## config.mk

```make
export PLATFORM = sky130hd
export DESIGN_NAME = bss_secondary_io_status
export DESIGN_NICKNAME = d
export VERILOG_FILES = /design/src/bss_pkg.sv /design/src/bss_secondary_io_status.sv /design/src/bss_w1c_flag.sv
export VERILOG_INCLUDE_DIRS = /design/src
export SDC_FILE = /design/constraint.sdc
export NUM_CORES = 1
export LEC_CHECK = 0
export BUFFER_PORTS_ARGS = -buffer_cell sky130_fd_sc_hd__buf_2
export CAP_MARGIN = 20
export CORE_ASPECT_RATIO = 0.5
export CORE_UTILIZATION = 58
export CTS_BUF_LIST = sky130_fd_sc_hd__clkbuf_8
export CTS_CLUSTER_SIZE = 12
export DETAILED_ROUTE_END_ITERATION = 10
export GPL_TIMING_DRIVEN = 0
export PLACE_DENSITY = 0.87
export SLEW_MARGIN = 10
export SYNTH_ARGS = -nofsm -noshare
export SYNTH_HDL_FRONTEND = slang
export SYNTH_HIERARCHICAL = 1
export SYNTH_SLANG_ARGS = --single-unit
```

## constraint.sdc

```tcl
create_clock -name CLOCK -period 4.1 [get_ports CLOCK]
set_input_delay 0.82 -clock CLOCK [delete_from_list [all_inputs] [get_ports CLOCK]]
set_output_delay 0.82 -clock CLOCK [all_outputs]
set_load 0.005 [all_outputs]
```

## src/bss_regs.svh

```systemverilog
// register offsets, field positions and reset values for the secondary-side bridge block
`ifndef BSS_REGS_SVH
`define BSS_REGS_SVH
`define BSS_OFF_LAT_TIMER   8'h1b
`define BSS_OFF_IO_BASE     8'h1c
`define BSS_OFF_IO_LIMIT    8'h1d
`define BSS_OFF_STATUS_LO   8'h1e
`define BSS_OFF_STATUS_HI   8'h1f
`define BSS_LAT_RESET       8'h00
`define BSS_LAT_MASK        8'hf8
`define BSS_IO_BASE_RESET   8'hf0
`define BSS_IO_LIMIT_RESET  8'h00
`define BSS_IO_MASK         8'hf0
`define BSS_STATUS_RESET    16'h02a0
`define BSS_STATUS_FIXED    16'h02a0
`define BSS_BIT_PERR        15
`define BSS_BIT_MABORT      13
`define BSS_BIT_TABORT      12
`define BSS_IO_LOW_ZERO     12'h000
`define BSS_IO_LOW_ONES     12'hfff
`endif

```

## src/bss_pkg.sv

```systemverilog
// types shared by the secondary-side bridge block
package bss_pkg;
  typedef enum logic [1:0] {
    BSS_IDLE    = 2'b00,
    BSS_OWN     = 2'b01,
    BSS_RELEASE = 2'b11
  } bss_tenure_t;
endpackage : bss_pkg

```

## src/bss_secondary_io_status.sv

```systemverilog
// secondary-side latency timer, i/o window decode and secondary status for the virtual bridge
//
// Contract
// (RQ1) latency field bits 7:3 r/w, zero disables
// (RQ2) latency timer bounds bridge tenure on secondary
// (RQ3) forward i/o when base <= address <= limit
// (RQ4) i/o base bits 7:4 hold A[15:12]
// (RQ5) base decode takes A[11:0] as zero
// (RQ6) limit bits 7:4, decode low bits as FFFh
// (RQ7) set bit 15 on secondary parity error
// (RQ8) software writes one to clear error flags
// (RQ9) set bit 13 on unexpected master abort
// (RQ10) set bit 12 on received target abort
// (RQ11) bit 14 always reads zero
// (RQ12) bit 11 zero, never signal target abort
// (RQ13) bits 10:9 always read 01b
// (RQ14) bit 8 always reads zero
// (RQ15) bit 7 reads one, accept back-to-back
// (RQ16) bit 5 reads one, 66 MHz capable
// (RQ17) reserved bits zero, zero writes no effect
// (RQ18) on expiry without grant, finish and release
`timescale 1ns/10ps
`include "bss_regs.svh"
module bss_secondary_io_status (
  input  wire logic        CLOCK,
  input  wire logic        RESETN,
  input  wire logic [7:0]  CFG_ADDR,
  input  wire logic        CFG_WR,
  input  wire logic        CFG_RD,
  input  wire logic [7:0]  CFG_WDATA,
  output logic      [7:0]  CFG_RDATA,
  input  wire logic [15:0] IO_ADDR,
  input  wire logic        IO_REQ,
  output logic             IO_FORWARD,
  input  wire logic        BUS_START,
  input  wire logic        BUS_DONE,
  input  wire logic        BUS_GNT,
  input  wire logic        DATA_PHASE_END,
  output logic             BUS_OWNED,
  output logic             BUS_RELEASE,
  input  wire logic        PARITY_ERR,
  input  wire logic        MASTER_ABORT,
  input  wire logic        TARGET_ABORT,
  output logic             TARGET_ABORT_SIGNAL,
  output logic             BACK_TO_BACK_OK
);
  // configuration accesses come from logic on CLOCK, so no synchronisers are used

  logic [4:0]  tenure_count_value_reg;
  logic [3:0]  io_base_field_reg;
  logic [3:0]  io_limit_field_reg;
  logic [7:0]  rdata_reg;
  logic [7:0]  rdata_next;
  logic [7:0]  tenure_ctr_reg;
  logic [7:0]  tenure_ctr_next;
  logic        forward_reg;
  bss_pkg::bss_tenure_t state_reg;
  bss_pkg::bss_tenure_t state_next;

  wire sel_lat = (CFG_ADDR == `BSS_OFF_LAT_TIMER);
  wire sel_base = (CFG_ADDR == `BSS_OFF_IO_BASE);
  wire sel_limit = (CFG_ADDR == `BSS_OFF_IO_LIMIT);
  wire sel_sts_lo = (CFG_ADDR == `BSS_OFF_STATUS_LO);
  wire sel_sts_hi = (CFG_ADDR == `BSS_OFF_STATUS_HI);
  wire sel_any = sel_lat | sel_base | sel_limit | sel_sts_lo | sel_sts_hi;

  wire wr_lat = CFG_WR & sel_lat;
  wire wr_base = CFG_WR & sel_base;
  wire wr_limit = CFG_WR & sel_limit;
  wire wr_sts_hi = CFG_WR & sel_sts_hi;

  // status flags; clears come only from a one in the written bit
  logic parity_error_seen;
  logic master_abort_received;
  logic target_abort_received;

  bss_w1c_flag u_perr (
    .clk         (CLOCK),
    .rst_n       (RESETN),
    .set_pulse   (PARITY_ERR),                                      // [RQ7]
    .clear_write (wr_sts_hi & CFG_WDATA[`BSS_BIT_PERR - 8]),          // [RQ8] [RQ17]
    .flag        (parity_error_seen)
  );

  bss_w1c_flag u_mabort (
    .clk         (CLOCK),
    .rst_n       (RESETN),
    .set_pulse   (MASTER_ABORT),                                    // [RQ9]
    .clear_write (wr_sts_hi & CFG_WDATA[`BSS_BIT_MABORT - 8]),        // [RQ8]
    .flag        (master_abort_received)
  );

  bss_w1c_flag u_tabort (
    .clk         (CLOCK),
    .rst_n       (RESETN),
    .set_pulse   (TARGET_ABORT),                                    // [RQ10]
    .clear_write (wr_sts_hi & CFG_WDATA[`BSS_BIT_TABORT - 8]),        // [RQ8]
    .flag        (target_abort_received)
  );

  // hardwired bits come from the fixed pattern: 14,11,8 zero, 10:9 01b, 7 and 5 one
  wire [15:0] status_word = `BSS_STATUS_FIXED                        // [RQ11] [RQ12] [RQ13] [RQ14] [RQ15] [RQ16]
                          | {parity_error_seen, 1'b0, master_abort_received, target_abort_received, 12'h000};

  wire [7:0] lat_word = {tenure_count_value_reg, 3'b000};            // [RQ17]
  wire [7:0] base_word = {io_base_field_reg, 4'h0};                  // [RQ4] [RQ17]
  wire [7:0] limit_word = {io_limit_field_reg, 4'h0};                // [RQ6] [RQ17]

  assign rdata_next = sel_lat    ? lat_word :
                      sel_base   ? base_word :
                      sel_limit  ? limit_word :
                      sel_sts_lo ? status_word[7:0] :
                      sel_sts_hi ? status_word[15:8] : 8'h00;

  always_ff @(posedge CLOCK or negedge RESETN) begin
    if (!RESETN) begin
      tenure_count_value_reg <= 5'(`BSS_LAT_RESET >> 3);
      io_base_field_reg      <= 4'(`BSS_IO_BASE_RESET >> 4);
      io_limit_field_reg     <= 4'(`BSS_IO_LIMIT_RESET >> 4);
    end else begin
      if (wr_lat) begin
        tenure_count_value_reg <= CFG_WDATA[7:3];                    // [RQ1]
      end
      if (wr_base) begin
        io_base_field_reg <= CFG_WDATA[7:4];                         // [RQ4]
      end
      if (wr_limit) begin
        io_limit_field_reg <= CFG_WDATA[7:4];                        // [RQ6]
      end
    end
  end

  always_ff @(posedge CLOCK or negedge RESETN) begin
    if (!RESETN) begin
      rdata_reg <= 8'h00;
    end else if (CFG_RD) begin
      rdata_reg <= rdata_next;
    end
  end
  assign CFG_RDATA = rdata_reg;

  // i/o window: 4 KB granules, base low bits zero, limit low bits all ones
  wire [15:0] io_lo = {io_base_field_reg, `BSS_IO_LOW_ZERO};         // [RQ5]
  wire [15:0] io_hi = {io_limit_field_reg, `BSS_IO_LOW_ONES};        // [RQ6]
  wire        io_hit = (IO_ADDR >= io_lo) && (IO_ADDR <= io_hi);     // [RQ3]

  always_ff @(posedge CLOCK or negedge RESETN) begin
    if (!RESETN) begin
      forward_reg <= 1'b0;
    end else begin
      forward_reg <= IO_REQ & io_hit;                                // [RQ3]
    end
  end
  assign IO_FORWARD = forward_reg;

  // tenure timer: counts clocks from bus start; zero field means no limit
  wire timer_on = (tenure_count_value_reg != 5'h00);                 // [RQ1]
  wire expired = timer_on && (tenure_ctr_reg >= lat_word);           // [RQ2]

  always_comb begin
    state_next      = state_reg;
    tenure_ctr_next = tenure_ctr_reg;
    case (state_reg)
      bss_pkg::BSS_IDLE: begin
        tenure_ctr_next = 8'h00;
        if (BUS_START) begin
          state_next = bss_pkg::BSS_OWN;
        end
      end
      bss_pkg::BSS_OWN: begin
        if (!expired) begin
          tenure_ctr_next = tenure_ctr_reg + 8'h01;
        end
        if (BUS_DONE) begin
          state_next = bss_pkg::BSS_IDLE;
        end else if (expired && !BUS_GNT) begin
          state_next = bss_pkg::BSS_RELEASE;                         // [RQ18]
        end
      end
      bss_pkg::BSS_RELEASE: begin
        // the current data phase is allowed to finish before letting go
        if (DATA_PHASE_END || BUS_DONE) begin
          state_next = bss_pkg::BSS_IDLE;                            // [RQ18]
        end
      end
      default: begin
        state_next = bss_pkg::BSS_IDLE;
      end
    endcase
  end

  always_ff @(posedge CLOCK or negedge RESETN) begin
    if (!RESETN) begin
      state_reg      <= bss_pkg::BSS_IDLE;
      tenure_ctr_reg <= 8'h00;
    end else begin
      state_reg      <= state_next;
      tenure_ctr_reg <= tenure_ctr_next;
    end
  end

  assign BUS_OWNED           = (state_reg != bss_pkg::BSS_IDLE);
  assign BUS_RELEASE         = (state_reg == bss_pkg::BSS_RELEASE) & (DATA_PHASE_END | BUS_DONE); // [RQ18]
  assign TARGET_ABORT_SIGNAL = 1'b0;                                 // [RQ12]
  assign BACK_TO_BACK_OK     = 1'b1;                                 // [RQ15]
endmodule : bss_secondary_io_status

```

## src/bss_w1c_flag.sv

```systemverilog
// one sticky error flag, set by hardware, cleared by writing one
`timescale 1ns/10ps
module bss_w1c_flag (
  input  wire logic clk,
  input  wire logic rst_n,
  input  wire logic set_pulse,
  input  wire logic clear_write,
  output logic      flag
);
  logic flag_reg;
  logic flag_next;

  // set wins over a clear in the same cycle so no event is lost
  assign flag_next = set_pulse | (flag_reg & ~clear_write);
  assign flag      = flag_reg;

  always_ff @(posedge clk or negedge rst_n) begin
    if (!rst_n) begin
      flag_reg <= 1'b0;
    end else begin
      flag_reg <= flag_next;
    end
  end
endmodule : bss_w1c_flag

```

==> metrics <==
outcome finished clean; hold_buf cts 0; Port Buffers 46; Max Clock Skew 5.99 ps; Synth Warn # 6; Antenna Nets Post-Route 0; CTS tree yes; clk slew on worst S/H paths around 70 ps; Tot GR Track Use 0.257; routed vias/inst 5.59; die width 87.1 µm; Syn Std Cell Area 2100 µm²; pwr/cell area 306 nW/µm²; Boundary Pins 57; global route overflow 0; worst-case clock buffer depth 2; final setup violation count 0; post-DR wirelength/cell 13.8 µm; RSZ-0062 raised after global routing false; Core Box Area about 3500 µm²; fin crit period 2380 ps; TritonCTS Buffers 5; Syn Area/Cell approximately 9.5 µm²; growth of design area from synthesis to finish 19.2%; max reg flops 8; Worst slew margin 0.522; die area ~3900 µm²; Post-Place Setup Slack 1480 ps; CTS resizes 0; leading area contributor after synthesis dfrtp_1; Starting Density 0.608; routed via count 1827; post-CTS setup repair buffer count 0; Final TNS setup 0 ps; layout cells sized above 1 0.301; Hold Path Class register to register; fin nets about 330; antenna violations before repair 0; asr flop ratio synth 1.00; Non-Filler Cell Area, Final 2500 µm²; CP endpoint kind register; Least-Margin Pin Slew about 720 ps; final-report max-slew violation count 0; worst-skew pair later-pin latency 290 ps; Worst setup SP type register; initial drt markers 76; drt drc 0; Seq cells post-synth 33; drt total wl 4.52 mm; post-synth cell types 42; Yosys top cell area share 0.346; first-pass GRT wire length ~7.3 mm; total clock sinks 33; ANT cells 0; final worst slack 1720 ps; Area after DPL 2400 µm²; site row count 15; Leak 1.22 nW; commonest register cell after synthesis dfrtp_1; Max-cap violations 0; critical path class register to register; H-tree depth 2; Post-synth EDFFs 0; Critical Path AT 2550 ps; sequential share of the synthesized area 0.396; worst vdd ir 0.275 mV; root buf cell clkbuf_8; number of global-route vias before repair 1695; fin crit share 0.581; Hold Vio Cnt, Final 0; largest cells by area after synthesis dfrtp_1 35%, ha_1 8.9%, mux2_2 6.4%; routability cong. 0.829; hpwl dp 3.45 mm; Max Clk Rate 0.420 GHz; drt first pass iters 4; CP Max Fanout 10; largest net degree at the start of global routing 34; Post-Synthesis Cells 220; Req. time, crit path 4270 ps; Die Ht 44.5 µm
-- worst max-delay path, stage by stage, from the launching register on --
cell and delay (ps):
dfrtp_1 400, inv_1 70, ha_1 320, nand4_1 90
a21oi_1 120, a2bb2oi_1 450, clkbuf_1 410, nor2_1 120
mux2_2 270
-- path summary, 6_finish.rpt --
path | from | end | slack (ps) | cells past startpoint
max reg2reg | tenure_count_value_reg[4] | tenure_ctr_reg[0] | 1720 | 8
max in group asynchronous | RESETN | CFG_RDATA[5] | 3050 | 1
min in group asynchronous | RESETN | CFG_RDATA[4] | 580 | 1
max | tenure_count_value_reg[4] | tenure_ctr_reg[0] | 1720 | 8
min | u_perr/flag | u_perr/flag | 480 | 1
min reg2reg | u_perr/flag | u_perr/flag | 480 | 1
-- cell usage after synthesis, types with 5 or more instances --
cell,instances
mux2_2,12
a21o_1,8
a21oi_1,14
clkbuf_1,6
nor2_1,9
o211ai_1,6
dfrtp_1,29
ha_1,15
o21ai_0,6
or4_1,5
nand2_1,15
nand3_1,10
nand4_1,6
inv_1,27
-- cell families (layout without fill, tap and decap cells) --
| group | after synthesis | in the layout | synth area share |
|---|---|---|---|
| other | 2 | 4 | 0.00358 |
| AO/OA/AOI/OAI | 47 | 47 | 0.146 |
| flip-flops | 33 | 33 | 0.396 |
| adder cells (fa/ha/maj) | 15 | 15 | 0.0894 |
| buffers and inverters | 37 | 91 | 0.0733 |
| multiplexers | 17 | 17 | 0.0977 |
| AND/OR/NAND/NOR | 69 | 69 | 0.194 |
-- power breakdown --
part	switching (W)	internal, W	total (W)
Combinational	0.0000747	0.0000608	0.000135
Sequential	0.0000162	0.000342	0.000359
Clock	0.000120	0.000152	0.000272
Total	0.000211	0.000555	0.000766
-- stage by stage --
step | std cells | hold slack [ps] | total power (W) | util
global route | 327 | 508 | 0.000804 | 0.725
finish | 327 | 478 | 0.000766 | 0.725
floorplan | 222 | 449 | 0.000442 | -
CTS | 327 | 480 | 0.000769 | 0.725
detailed placement | 319 | 466 | 0.000499 | 0.695
global placement | 319 | 460 | 0.000492 | 0.695
-- placed cells by master, fill, tap and decap left out, drive strengths merged, types with 3 or more instances in the layout --
cell | Yosys | routed
o211ai | 6 | 6
nor4 | 3 | 3
nand4 | 6 | 6
nand3 | 11 | 11
and2 | 4 | 4
ha | 15 | 15
inv | 27 | 27
nor4b | 3 | 3
buf | 4 | 50
nor2 | 9 | 9
conb | 2 | 4
nor3 | 3 | 3
or4 | 5 | 5
o22ai | 4 | 4
a21oi | 14 | 14
nand2 | 15 | 15
a21o | 8 | 8
dfstp | 4 | 4
o21ai | 6 | 6
clkbuf | 6 | 13
dfrtp | 29 | 29
nor3b | 3 | 3
mux2 | 16 | 16
-- routing by layer --
metal | global-route usage | vias up | wire length, µm
met1 | 0.279 | 847 | 1890
met4 | 0.0967 | 0 | 57
met3 | 0.0672 | 8 | 276
li1 | - | 898 | -
met2 | 0.496 | 74 | 2290
met5 | 0 | - | 0
-- layout make-up --
type | instances | area, µm²
buffer | 10 | 52.6
clock buffer | 7 | 96.3
clock inverter | 1 | 5.00
fill | 276 | 951
inverter | 27 | 101
multi-input combinational | 152 | 1120
sequential | 33 | 831
tap | 51 | 63.8
timing repair buffer | 46 | 230
Note: power is estimated with default switching activity, not from simulation.
